--- config.mk ---
export PLATFORM = sky130hd
export DESIGN_NAME = uart_irq_enable_fifo_ctrl
export DESIGN_NICKNAME = d
export VERILOG_FILES = /design/src/uart_irq_fifo_pkg.sv /design/src/fifo_clr_if.sv /design/src/fifo_clear_timer.sv /design/src/uart_irq_enable_fifo_ctrl.sv
export VERILOG_INCLUDE_DIRS = /design/src
export SDC_FILE = /design/constraint.sdc
export NUM_CORES = 1
export LEC_CHECK = 0
export BUFFER_PORTS_ARGS = -buffer_cell sky130_fd_sc_hd__buf_4
export CAP_MARGIN = 15
export CORE_MARGIN = 3
export CORE_UTILIZATION = 35
export CTS_CLUSTER_DIAMETER = 120
export CTS_CLUSTER_SIZE = 16
export DETAILED_ROUTE_END_ITERATION = 10
export PLACE_DENSITY = 0.62
export SETUP_SLACK_MARGIN = 0.02
export SLEW_MARGIN = 25
export SYNTH_ARGS = -nofsm -noshare
export SYNTH_HDL_FRONTEND = slang
export SYNTH_SLANG_ARGS = --single-unit
--- constraint.sdc ---
create_clock -name i_sys_clk -period 3.3 [get_ports i_sys_clk]
set_clock_uncertainty 0.2 [all_clocks]
set_input_delay 0.66 -clock i_sys_clk [delete_from_list [all_inputs] [get_ports i_sys_clk]]
set_output_delay 0.66 -clock i_sys_clk [all_outputs]
set_load 0.03 [all_outputs]
--- src/uart_irq_fifo_cfg.svh ---
// register offsets, field positions, reset values and timing counts of the channel control block
`ifndef UART_IRQ_FIFO_CFG_SVH
`define UART_IRQ_FIFO_CFG_SVH

// register offsets on the host register port
`define ADDR_INTERRUPT_ENABLE  4'h1
`define ADDR_FIFO_CONTROL      4'h2
`define ADDR_INTERRUPT_IDENT   4'h2

// interrupt enable bit positions
`define IEN_CTS_BIT            7
`define IEN_RTS_BIT            6
`define IEN_XOFF_BIT           5
`define IEN_SLEEP_BIT          4
`define IEN_MODEM_BIT          3
`define IEN_LINE_BIT           2
`define IEN_TX_BIT             1
`define IEN_RX_BIT             0
`define IEN_ENH_HI             7
`define IEN_ENH_LO             4

// fifo control field positions
`define FCTL_RX_TRIG_HI        7
`define FCTL_RX_TRIG_LO        6
`define FCTL_TX_TRIG_HI        5
`define FCTL_TX_TRIG_LO        4
`define FCTL_TX_RESET_BIT      2
`define FCTL_RX_RESET_BIT      1
`define FCTL_ENABLE_BIT        0

// reset values
`define INTERRUPT_ENABLE_RST   8'h00
`define TRIG_SEL_RST           2'h0

// trigger levels, in characters (rx) or free spaces (tx)
`define RX_TRIG_LVL_00         7'h08
`define RX_TRIG_LVL_01         7'h10
`define RX_TRIG_LVL_10         7'h38
`define RX_TRIG_LVL_11         7'h3C
`define TX_TRIG_LVL_00         7'h08
`define TX_TRIG_LVL_01         7'h10
`define TX_TRIG_LVL_10         7'h20
`define TX_TRIG_LVL_11         7'h38

// fifo clear length, in crystal clock periods
`define FIFO_RST_CLOCKS        2
`define FIFO_RST_CYCLES        (`FIFO_RST_CLOCKS)

`endif

--- src/uart_irq_fifo_pkg.sv ---
// types shared by the channel control block and its fifo clear timer
package uart_irq_fifo_pkg;

	typedef enum logic [0:0] {
		TMR_IDLE  = 1'b0,
		TMR_CLEAR = 1'b1
	} tmr_state_t;

	typedef struct packed {
		tmr_state_t state;
		logic [1:0] count;
		logic       clr;
	} tmr_regs_t;

	typedef struct packed {
		logic [7:0] interrupt_enable_reg;
		logic       fifo_en;
		logic [1:0] rx_trig_sel;
		logic [1:0] tx_trig_sel;
		logic       tx_pend;
		logic       tx_below_d;
		logic       irq_n;
		logic [7:0] rdata;
		logic [6:0] rx_lvl;
		logic [6:0] tx_lvl;
	} ctl_regs_t;

endpackage

--- src/fifo_clr_if.sv ---
// request and clear strobe between the control block and a fifo clear timer
`timescale 1ns/1ps
interface fifo_clr_if;
	logic start;
	logic clr;

	modport ctrl (output start, input clr);
	modport timer (input start, output clr);
endinterface

--- src/fifo_clear_timer.sv ---
// stretches a fifo reset request into a clear strobe of fixed length
`timescale 1ns/1ps
`include "uart_irq_fifo_cfg.svh"
module fifo_clear_timer
	import uart_irq_fifo_pkg::*;
(
	input  wire logic  i_sys_clk,
	input  wire logic  i_rst,
	fifo_clr_if.timer  clr_port
);

	tmr_regs_t st;
	tmr_regs_t next_st;

	localparam logic [1:0] LAST_COUNT = 2'(`FIFO_RST_CYCLES - 1);

	assign clr_port.clr = st.clr;

	// a new request restarts the count so a clear never ends early
	always_comb begin
		next_st = st;
		unique case (st.state)
			TMR_IDLE: begin
				if (clr_port.start) begin
					next_st.state = TMR_CLEAR;
					next_st.count = LAST_COUNT;
					next_st.clr   = 1'b1;
				end
			end
			TMR_CLEAR: begin
				if (clr_port.start) begin
					next_st.count = LAST_COUNT;
				end else if (st.count == 2'h0) begin
					next_st.state = TMR_IDLE;
					next_st.clr   = 1'b0;
				end else begin
					next_st.count = st.count - 2'h1;
				end
			end
		endcase
	end

	// state register
	always_ff @(posedge i_sys_clk or posedge i_rst) begin
		if (i_rst) begin
			st <= '{state: TMR_IDLE, count: 2'h0, clr: 1'b0};
		end else begin
			st <= next_st;
		end
	end

endmodule

--- src/uart_irq_enable_fifo_ctrl.sv ---
// interrupt enable and fifo control registers of one uart channel
// Notes on behaviour
// enabled pending source drives interrupt low
// bits 7,6 enable cts/rts interrupts, reset clear
// bit 5 enables xoff interrupt, reset clear
// bit 4 selects sleep, reset clear
// bit 3 enables modem interrupt, reset clear
// bit 2 enables line status interrupt
// bit 1 enables transmit fifo interrupt
// bit 0 enables receive data interrupt
// bits 7..4 writable only with enhanced bit
// re-enabling transmit interrupt raises nothing new
// fifo control register is write-only
// rx trigger 8, 16, 56, 60 characters
// tx trigger 8, 16, 32, 56 spaces
// tx trigger changes only with enhanced bit
// tx fifo reset bit clears, self-clears
// rx fifo reset bit clears, self-clears
// bit 0 enables both fifos, reset clear
// fifo reset lasts two crystal clocks
// host waits two clocks after fifo reset
// ident bits 7:6 mirror fifo enable
// interrupt released when nothing enabled pending
`timescale 1ns/1ps
`include "uart_irq_fifo_cfg.svh"
module uart_irq_enable_fifo_ctrl
	import uart_irq_fifo_pkg::*;
(
	input  wire logic       i_sys_clk,
	input  wire logic       i_rst,
	input  wire logic       i_wr_en,
	input  wire logic       i_rd_en,
	input  wire logic [3:0] i_addr,
	input  wire logic [7:0] i_wdata,
	input  wire logic       i_enhanced_en,
	input  wire logic [7:0] i_int_src,
	input  wire logic       i_tx_int_clr,
	output logic [7:0]      o_rdata,
	output logic            o_irq_n,
	output logic            o_sleep_en,
	output logic            o_fifo_en,
	output logic [1:0]      o_ident_fifo_bits,
	output logic [6:0]      o_rx_trig_lvl,
	output logic [6:0]      o_tx_trig_lvl,
	output logic            o_tx_fifo_clr,
	output logic            o_rx_fifo_clr
);

	ctl_regs_t st;
	ctl_regs_t next_st;

	fifo_clr_if tx_clr ();
	fifo_clr_if rx_clr ();

	// receive trigger code to character count
	function automatic logic [6:0] rx_trig_decode(input logic [1:0] sel);
		logic [6:0] lvl;
		lvl = `RX_TRIG_LVL_00;
		unique case (sel)
			2'h0: lvl = `RX_TRIG_LVL_00;
			2'h1: lvl = `RX_TRIG_LVL_01;
			2'h2: lvl = `RX_TRIG_LVL_10;
			2'h3: lvl = `RX_TRIG_LVL_11;
		endcase
		return lvl;
	endfunction

	// transmit trigger code to free-space count
	function automatic logic [6:0] tx_trig_decode(input logic [1:0] sel);
		logic [6:0] lvl;
		lvl = `TX_TRIG_LVL_00;
		unique case (sel)
			2'h0: lvl = `TX_TRIG_LVL_00;
			2'h1: lvl = `TX_TRIG_LVL_01;
			2'h2: lvl = `TX_TRIG_LVL_10;
			2'h3: lvl = `TX_TRIG_LVL_11;
		endcase
		return lvl;
	endfunction

	logic wr_ien;
	logic wr_fctl;
	logic tx_rise;

	// write decode; fifo control shares its offset with the read-only ident
	assign wr_ien  = i_wr_en && (i_addr == `ADDR_INTERRUPT_ENABLE);
	assign wr_fctl = i_wr_en && (i_addr == `ADDR_FIFO_CONTROL);
	assign tx_rise = i_int_src[`IEN_TX_BIT] && !st.tx_below_d;

	// reset bits are never stored, they only fire the timers
	assign tx_clr.start = wr_fctl && i_wdata[`FCTL_TX_RESET_BIT];
	assign rx_clr.start = wr_fctl && i_wdata[`FCTL_RX_RESET_BIT];

	fifo_clear_timer u_tx_clear (
		.i_sys_clk (i_sys_clk),
		.i_rst     (i_rst),
		.clr_port  (tx_clr.timer)
	);

	fifo_clear_timer u_rx_clear (
		.i_sys_clk (i_sys_clk),
		.i_rst     (i_rst),
		.clr_port  (rx_clr.timer)
	);

	// outputs straight from flops
	assign o_rdata           = st.rdata;
	assign o_irq_n           = st.irq_n;
	assign o_sleep_en        = st.interrupt_enable_reg[`IEN_SLEEP_BIT];
	assign o_fifo_en         = st.fifo_en;
	assign o_ident_fifo_bits = {st.fifo_en, st.fifo_en};
	assign o_rx_trig_lvl     = st.rx_lvl;
	assign o_tx_trig_lvl     = st.tx_lvl;
	assign o_tx_fifo_clr     = tx_clr.clr;
	assign o_rx_fifo_clr     = rx_clr.clr;

	// next-state logic for the whole register bank
	always_comb begin
		logic [7:0] ien_new;
		logic [7:0] src;
		logic       pending;
		ien_new = st.interrupt_enable_reg;
		src     = 8'h00;
		pending = 1'b0;
		next_st = st;
		next_st.tx_below_d = i_int_src[`IEN_TX_BIT];

		// enable register write; upper nibble guarded by the enhanced bit
		if (wr_ien) begin
			ien_new[`IEN_ENH_LO-1:0] = i_wdata[`IEN_ENH_LO-1:0];
			if (i_enhanced_en) begin
				ien_new[`IEN_ENH_HI:`IEN_ENH_LO] = i_wdata[`IEN_ENH_HI:`IEN_ENH_LO];
			end
			next_st.interrupt_enable_reg = ien_new;
		end

		// transmit interrupt is an event: latched on the threshold crossing only
		if (i_tx_int_clr) begin
			next_st.tx_pend = 1'b0;
		end
		if (wr_ien && ien_new[`IEN_TX_BIT] && !st.interrupt_enable_reg[`IEN_TX_BIT]) begin
			next_st.tx_pend = 1'b0;
		end
		if (tx_rise) begin
			next_st.tx_pend = 1'b1; // set wins over any clear
		end

		// fifo control write; the register has no read path
		if (wr_fctl) begin
			next_st.fifo_en     = i_wdata[`FCTL_ENABLE_BIT];
			next_st.rx_trig_sel = i_wdata[`FCTL_RX_TRIG_HI:`FCTL_RX_TRIG_LO];
			if (i_enhanced_en) begin
				next_st.tx_trig_sel = i_wdata[`FCTL_TX_TRIG_HI:`FCTL_TX_TRIG_LO];
			end
		end

		// trigger levels; tx field only counts while enhanced mode is on
		next_st.rx_lvl = rx_trig_decode(next_st.rx_trig_sel);
		next_st.tx_lvl = i_enhanced_en ? tx_trig_decode(next_st.tx_trig_sel)
			: tx_trig_decode(`TRIG_SEL_RST);

		// gate sources by their enables; sleep bit is no source
		src = i_int_src;
		src[`IEN_SLEEP_BIT] = 1'b0;
		src[`IEN_TX_BIT]    = st.tx_pend;
		pending = |(src & st.interrupt_enable_reg);
		next_st.irq_n = !pending;

		// read mux; the fifo control offset reads back the ident byte
		if (i_rd_en) begin
			unique case (i_addr)
				`ADDR_INTERRUPT_ENABLE: next_st.rdata = st.interrupt_enable_reg;
				`ADDR_INTERRUPT_IDENT:  next_st.rdata = {st.fifo_en, st.fifo_en,
					5'h00, st.irq_n};
				default:                next_st.rdata = 8'h00;
			endcase
		end
	end

	// register bank
	always_ff @(posedge i_sys_clk or posedge i_rst) begin
		if (i_rst) begin
			st <= '{interrupt_enable_reg: `INTERRUPT_ENABLE_RST,
				fifo_en: 1'b0,
				rx_trig_sel: `TRIG_SEL_RST,
				tx_trig_sel: `TRIG_SEL_RST,
				tx_pend: 1'b0,
				tx_below_d: 1'b0,
				irq_n: 1'b1,
				rdata: 8'h00,
				rx_lvl: `RX_TRIG_LVL_00,
				tx_lvl: `TX_TRIG_LVL_00};
		end else begin
			st <= next_st;
		end
	end

endmodule

## Yosys cells after proc, flatten, opt, wreduce, memory -nomap -nowiden

Index checks and enable logic that the tools add are counted.

| word-level totals | value |
|---|---|
| register bits after elaboration | 46 |
| bits of input ports | 26 |
| output and inout port bits | 29 |
| word-level logic and storage cells | 86 |

| operators by class | value |
|---|---|
| add/subtract/negate cells | 2 |
| equality and inequality tests | 16 |
| mux-type cells | 26 |
| bitwise logic cells | 3 |
| reductions and logical operators | 21 |

Operators by type and width:

| cell | count |
|---|---|
| 7-bit one-hot mux with 4 select lines | 2 |
| 4-bit one-hot mux with 2 select lines | 2 |
| 8-bit one-hot mux with 2 select lines | 1 |
| 2-bit two-way mux | 6 |
| 4-bit two-way mux | 3 |
| 2-bit != test, second input constant | 6 |
| 1-bit two-way mux | 11 |
| 8-bit AND | 1 |
| 2-bit equality test, second input constant | 4 |
| 2-bit logical NOT | 4 |
| 8-bit OR reduction | 1 |
| 1-bit logical AND | 7 |
| 7-bit two-way mux | 1 |
| 3-bit != test, second input constant | 2 |
| 2-bit AND reduction | 3 |
| 3-bit AND reduction | 2 |
| 2-bit by 1-bit equality test with 1-bit output, second input constant | 2 |
| 4-bit by 1-bit equality test with 1-bit output, second input constant | 1 |
| 4-bit by 2-bit equality test with 1-bit output, second input constant | 1 |
| 2-bit by 1-bit subtractor with 2-bit output, second input constant | 2 |
| 1-bit logical NOT | 3 |
| 3-bit nonzero test | 1 |
| 1-bit NOT | 2 |

## Depth between registers and ports, before layout

| depth | value |
|---|---|
| depth in word-level cells | 7 |
| gate-level depth with buffers | 7 |
| depth with buffers taken out | 5 |

## Cells and area by module

A second synthesis with hierarchy kept.

| second synthesis, totals | value |
|---|---|
| cell total of the unflattened synthesis | 158 |
| area total of the unflattened synthesis | 1911.8 µm² |

Modules (own cells, without submodules):

| module | instances | cells an instance | area each (µm²) | sequential area each (µm²) |
|---|---|---|---|---|
| uart_irq_enable_fifo_ctrl | 1 | 122 | 1516.5 | 754.5 |
| fifo_clear_timer | 2 | 18 | 197.7 | 100.1 |

## Least setup slack after synthesis

Ideal clock, no wire load.

| timing path | value |
|---|---|
| path type | input-to-reg |
| from | in i_addr[3] |
| to | reg st, in the netlist o_tx_trig_lvl[4] |
| library setup time | 0.119 ns |
| arrival time | 2.008 ns |
| slack | 0.973 ns |
| stages on the path | 6 |
| path buffers | 1 |
| cell sequence | nor3b_4 and3_1 buf_2 mux2_2 ha_1 o21a_1 |

RTL lines:

| element | line | source |
|---|---|---|
| from (decl) | uart_irq_enable_fifo_ctrl.sv:33 | `input wire logic [3:0] i_addr,` |
| to (signal assigned) | uart_irq_enable_fifo_ctrl.sv:183 | `` st <= '{interrupt_enable_reg: `INTERRUPT_ENABLE_RST, `` |
| to (signal assigned) | uart_irq_enable_fifo_ctrl.sv:194 | `st <= next_st;` |
| to (decl) | uart_irq_enable_fifo_ctrl.sv:49 | `ctl_regs_t st;` |

==> flow_metrics.py <==
metrics = {
    "yosys": {
        "syn_area_um2": 1820,
        "seq_area_frac_synth": 0.523,
        "synth-compound-area-share": 0.0919,
        "ys_ff_latch": 38,
        "synth_fa_ha_area_frac": 0.0274,
        "syn_inst": 159,
        "synth_mux_area_frac": 0.103,
        "yosys.area_share.simple": 0.110,
        "yosys_warnings": 0,
        "synth-xor-area-share": 0.00960,
        "synth_cell_types": 35,
        "synth_top_family_by_area": "buffers and inverters",
        "syn_avg_cell_area_um2": 11.5,
    },
    "pwr": {
        "intPower_uw": 921,
        "p_leak_nw": 1.10,
        "switching_power_uw": 438,
        "combPwrFrac": 0.303,
        "power.share.clock": 0.229,
        "power_density_nw_per_um2": 622,
        "seqPwrFrac": 0.468,
        "netSwitchingFraction": 0.322,
        "ir_worst_vdd_mv": 0.200,
    },
    "finish": {
        "syn2layout_area_growth_pct": 19.8,
        "final_area_um2": 2180,
        "mostFrequentLayoutCells": "49 x buf_4, 35 x dfrtp_1, 14 x mux2_2",
        "seq_area_um2": 955,
        "antenna_cells": 0,
        "multi_input_area_um2": 651,
        "fill_cells": 481,
        "post-route-util": 0.448,
        "mostFrequentLayoutCell": "buf_4",
        "drive_gt1_frac": 0.389,
        "nets": 223,
    },
    "clock_tree": {
        "cts-root-buf": "clkbuf_8",
        "clk_latency_ns": 0.28,
        "cts_hold_buf": 0,
        "clock_sinks": 38,
        "cts_tree": "built",
        "cts_max_path_buffers": 2,
        "htree_levels": 2,
        "post_cts_buffers": 0,
        "cts_resized": 0,
        "clk_pin_slew_ns": 0.07,
        "cts_buffers": 5,
    },
    "grt": {
        "grt_max_degree": 39,
        "grt_pass1_vias": 1126,
        "grt_pass1_wl_um": 5580,
        "antenna_found_initial": 0,
        "overflow": 0,
        "gr-usage-all-layers": 0.117,
    },
    "die": {
        "die_y_um": 78.2,
        "dieArea_um2": 6110,
        "pin_count": 55,
        "initial_utilization": 0.374,
        "core_um2": 4880,
        "die_width_um": 78.2,
        "rows": 25,
    },
    "setup_path": {
        "critPathMaxFanout": 10,
        "rr_startpoint": "u_tx_clear.st[1]$_DFFE_PP0P_",
        "reg2reg_slack_ns": 1.86,
        "start_kind": "primary input",
        "cp.arrival_ns": 2.19,
        "worstPathRequired_ns": 3.27,
        "r2r-end": "u_tx_clear.st[2]$_DFFE_PP0P_",
        "critical_path_class": "in -> reg",
        "rr_worst_depth": 5,
        "cp-end-kind": "flop",
    },
    "timing": {
        "final.setup.tns_ns": 0,
        "rsz0062_at_grt": "false",
        "timing.final.ws_setup_ns": 1.08,
        "hold_violations": 0,
        "setup_violations": 0,
        "min_period_over_period": 0.674,
        "finalMaxSlewViolations": 0,
        "tightestPinTransition_ns": 0.510,
        "period_minus_slack_ns": 2.22,
        "max_clock_freq_mhz": 450,
        "slew_headroom": 0.660,
    },
    "route": {
        "wire_per_inst_um": 13.2,
        "detail_route.vias_per_cell": 4.59,
        "wl_um": 3440,
        "drt_iter0_drc": 51,
        "drc": 0,
        "dr.pass1.iters": 4,
        "vias": 1193,
        "drtAntennaViolNets": 0,
    },
    "place": {
        "hpwlAfterDp_um": 2600,
        "place_area_um2": 2100,
        "place_congestion": 0.757,
        "preCtsSetupSlack_ns": 0.777,
        "numPortBuffers": 46,
    },
    "min_path": {
        "hold_class": "in -> async",
    },
    "status": {
        "run_status": "finished, final reports clean",
    },
    "flow_run": {
        "drv_cap": 0,
    },
}
==> state kept, by name, indices dropped and copies added (netlist names), named ones only <==
register                 cells
o_fifo_en                    1
o_irq_n                      1
o_rdata                      8
o_rx_trig_lvl                3
o_sleep_en                   1
o_tx_trig_lvl                3
st                          12
u_rx_clear.clr_port.clr      1
u_rx_clear.st                3
u_tx_clear.clr_port.clr      1
u_tx_clear.st                3
==> kinds of logic after synthesis <==
family	count (synthesis)
buffers and inverters	39
DFF	38
and+or+nand+nor	37
AOI/OAI and AO/OA	21
muxes	17
adders and majority gates	4
xor gates and xnor gates	2
other	1
==> cell type report <==
cell class | instances | area share
tap | 67 | 0.0384
sequential | 38 | 0.437
clock buffer | 7 | 0.0395
multi-input combinational | 88 | 0.298
timing repair buffer | 49 | 0.168
inverter | 11 | 0.0189
==> power by group through the flow <==
stage	sequential, mW	combinational, mW	clock, mW
after floorplan	0.670	0.280	0
after global placement	0.644	0.407	0
after detailed placement	0.645	0.416	0
after CTS	0.637	0.420	0.324
after global routing	0.650	0.456	0.346
final	0.636	0.412	0.312
==> through the flow <==
| step | hold WS, ns | instances | total power [mW] |
|---|---|---|---|
| after CTS | 0.281 | 260 | 1.38 |
| after global placement | 0.273 | 253 | 1.05 |
| after global routing | 0.272 | 260 | 1.45 |
| final | 0.284 | 260 | 1.36 |
| after floorplan | 0.250 | 165 | 0.950 |
| after detailed placement | 0.274 | 253 | 1.06 |
==> layer usage <==
metal / GRT usage / part of all wire
met5: 0 / 0
met4: 0.0367 / 0.0064
met3: 0.0447 / 0.072
met2: 0.181 / 0.46
met1: 0.152 / 0.46
==> how the worst max path moves through the flow <==
stage,start,to,slack (ns),cells after the start
6_report,i_addr[3],o_tx_trig_lvl[4]$_DFF_PP0_,1.08,7
5_1_grt,i_addr[3],o_tx_trig_lvl[4]$_DFF_PP0_,1.01,7
4_1_cts,i_addr[3],o_tx_trig_lvl[4]$_DFF_PP0_,1.07,7
3_5_place_dp,i_addr[3],o_tx_trig_lvl[4]$_DFF_PP0_,0.78,7
3_3_place_gp,i_addr[3],o_tx_trig_lvl[4]$_DFF_PP0_,0.79,7
2_1_floorplan,i_addr[3],o_tx_trig_lvl[4]$_DFF_PP0_,0.97,6
==> synthesized netlist by cell type (all sizes together) <==
| master | instances | share of area |
|---|---|---|
| mux2 | 14 | 0.086 |
| a31oi | 2 | 0.0069 |
| a21oi | 1 | 0.0027 |
| conb | 1 | 0.0021 |
| a221o | 1 | 0.0055 |
| a32o | 1 | 0.0055 |
| o2bb2ai | 1 | 0.0048 |
| a221oi | 2 | 0.0096 |
| a2bb2oi | 1 | 0.0048 |
| inv | 11 | 0.023 |
| ha | 4 | 0.027 |
| buf | 28 | 0.11 |
| dfrtp | 35 | 0.48 |
| nand2b | 1 | 0.0034 |
| mux2i | 3 | 0.016 |
| o21a | 1 | 0.0041 |
| a22oi | 2 | 0.0082 |
| nor3b | 2 | 0.014 |
| a22o | 5 | 0.024 |
| xnor2 | 2 | 0.0096 |
| nand2 | 12 | 0.025 |
| nor2b | 4 | 0.014 |
| nand3 | 7 | 0.019 |
| and3 | 4 | 0.014 |
| and2 | 2 | 0.0075 |
| nor2 | 4 | 0.0082 |
| a222oi | 1 | 0.0055 |
| a41oi | 1 | 0.0048 |
| o21ai | 2 | 0.0055 |
| nand4b | 1 | 0.0048 |
| dfstp | 3 | 0.043 |
==> worst max-delay path, cell delays in order <==
cell and delay, ns:
buf_4 0.12, nor3b_4 0.17, buf_4 0.19, and3_1 0.29
mux2_2 0.39, ha_1 0.20, o21a_1 0.18
(Power assumes the default switching activity.)
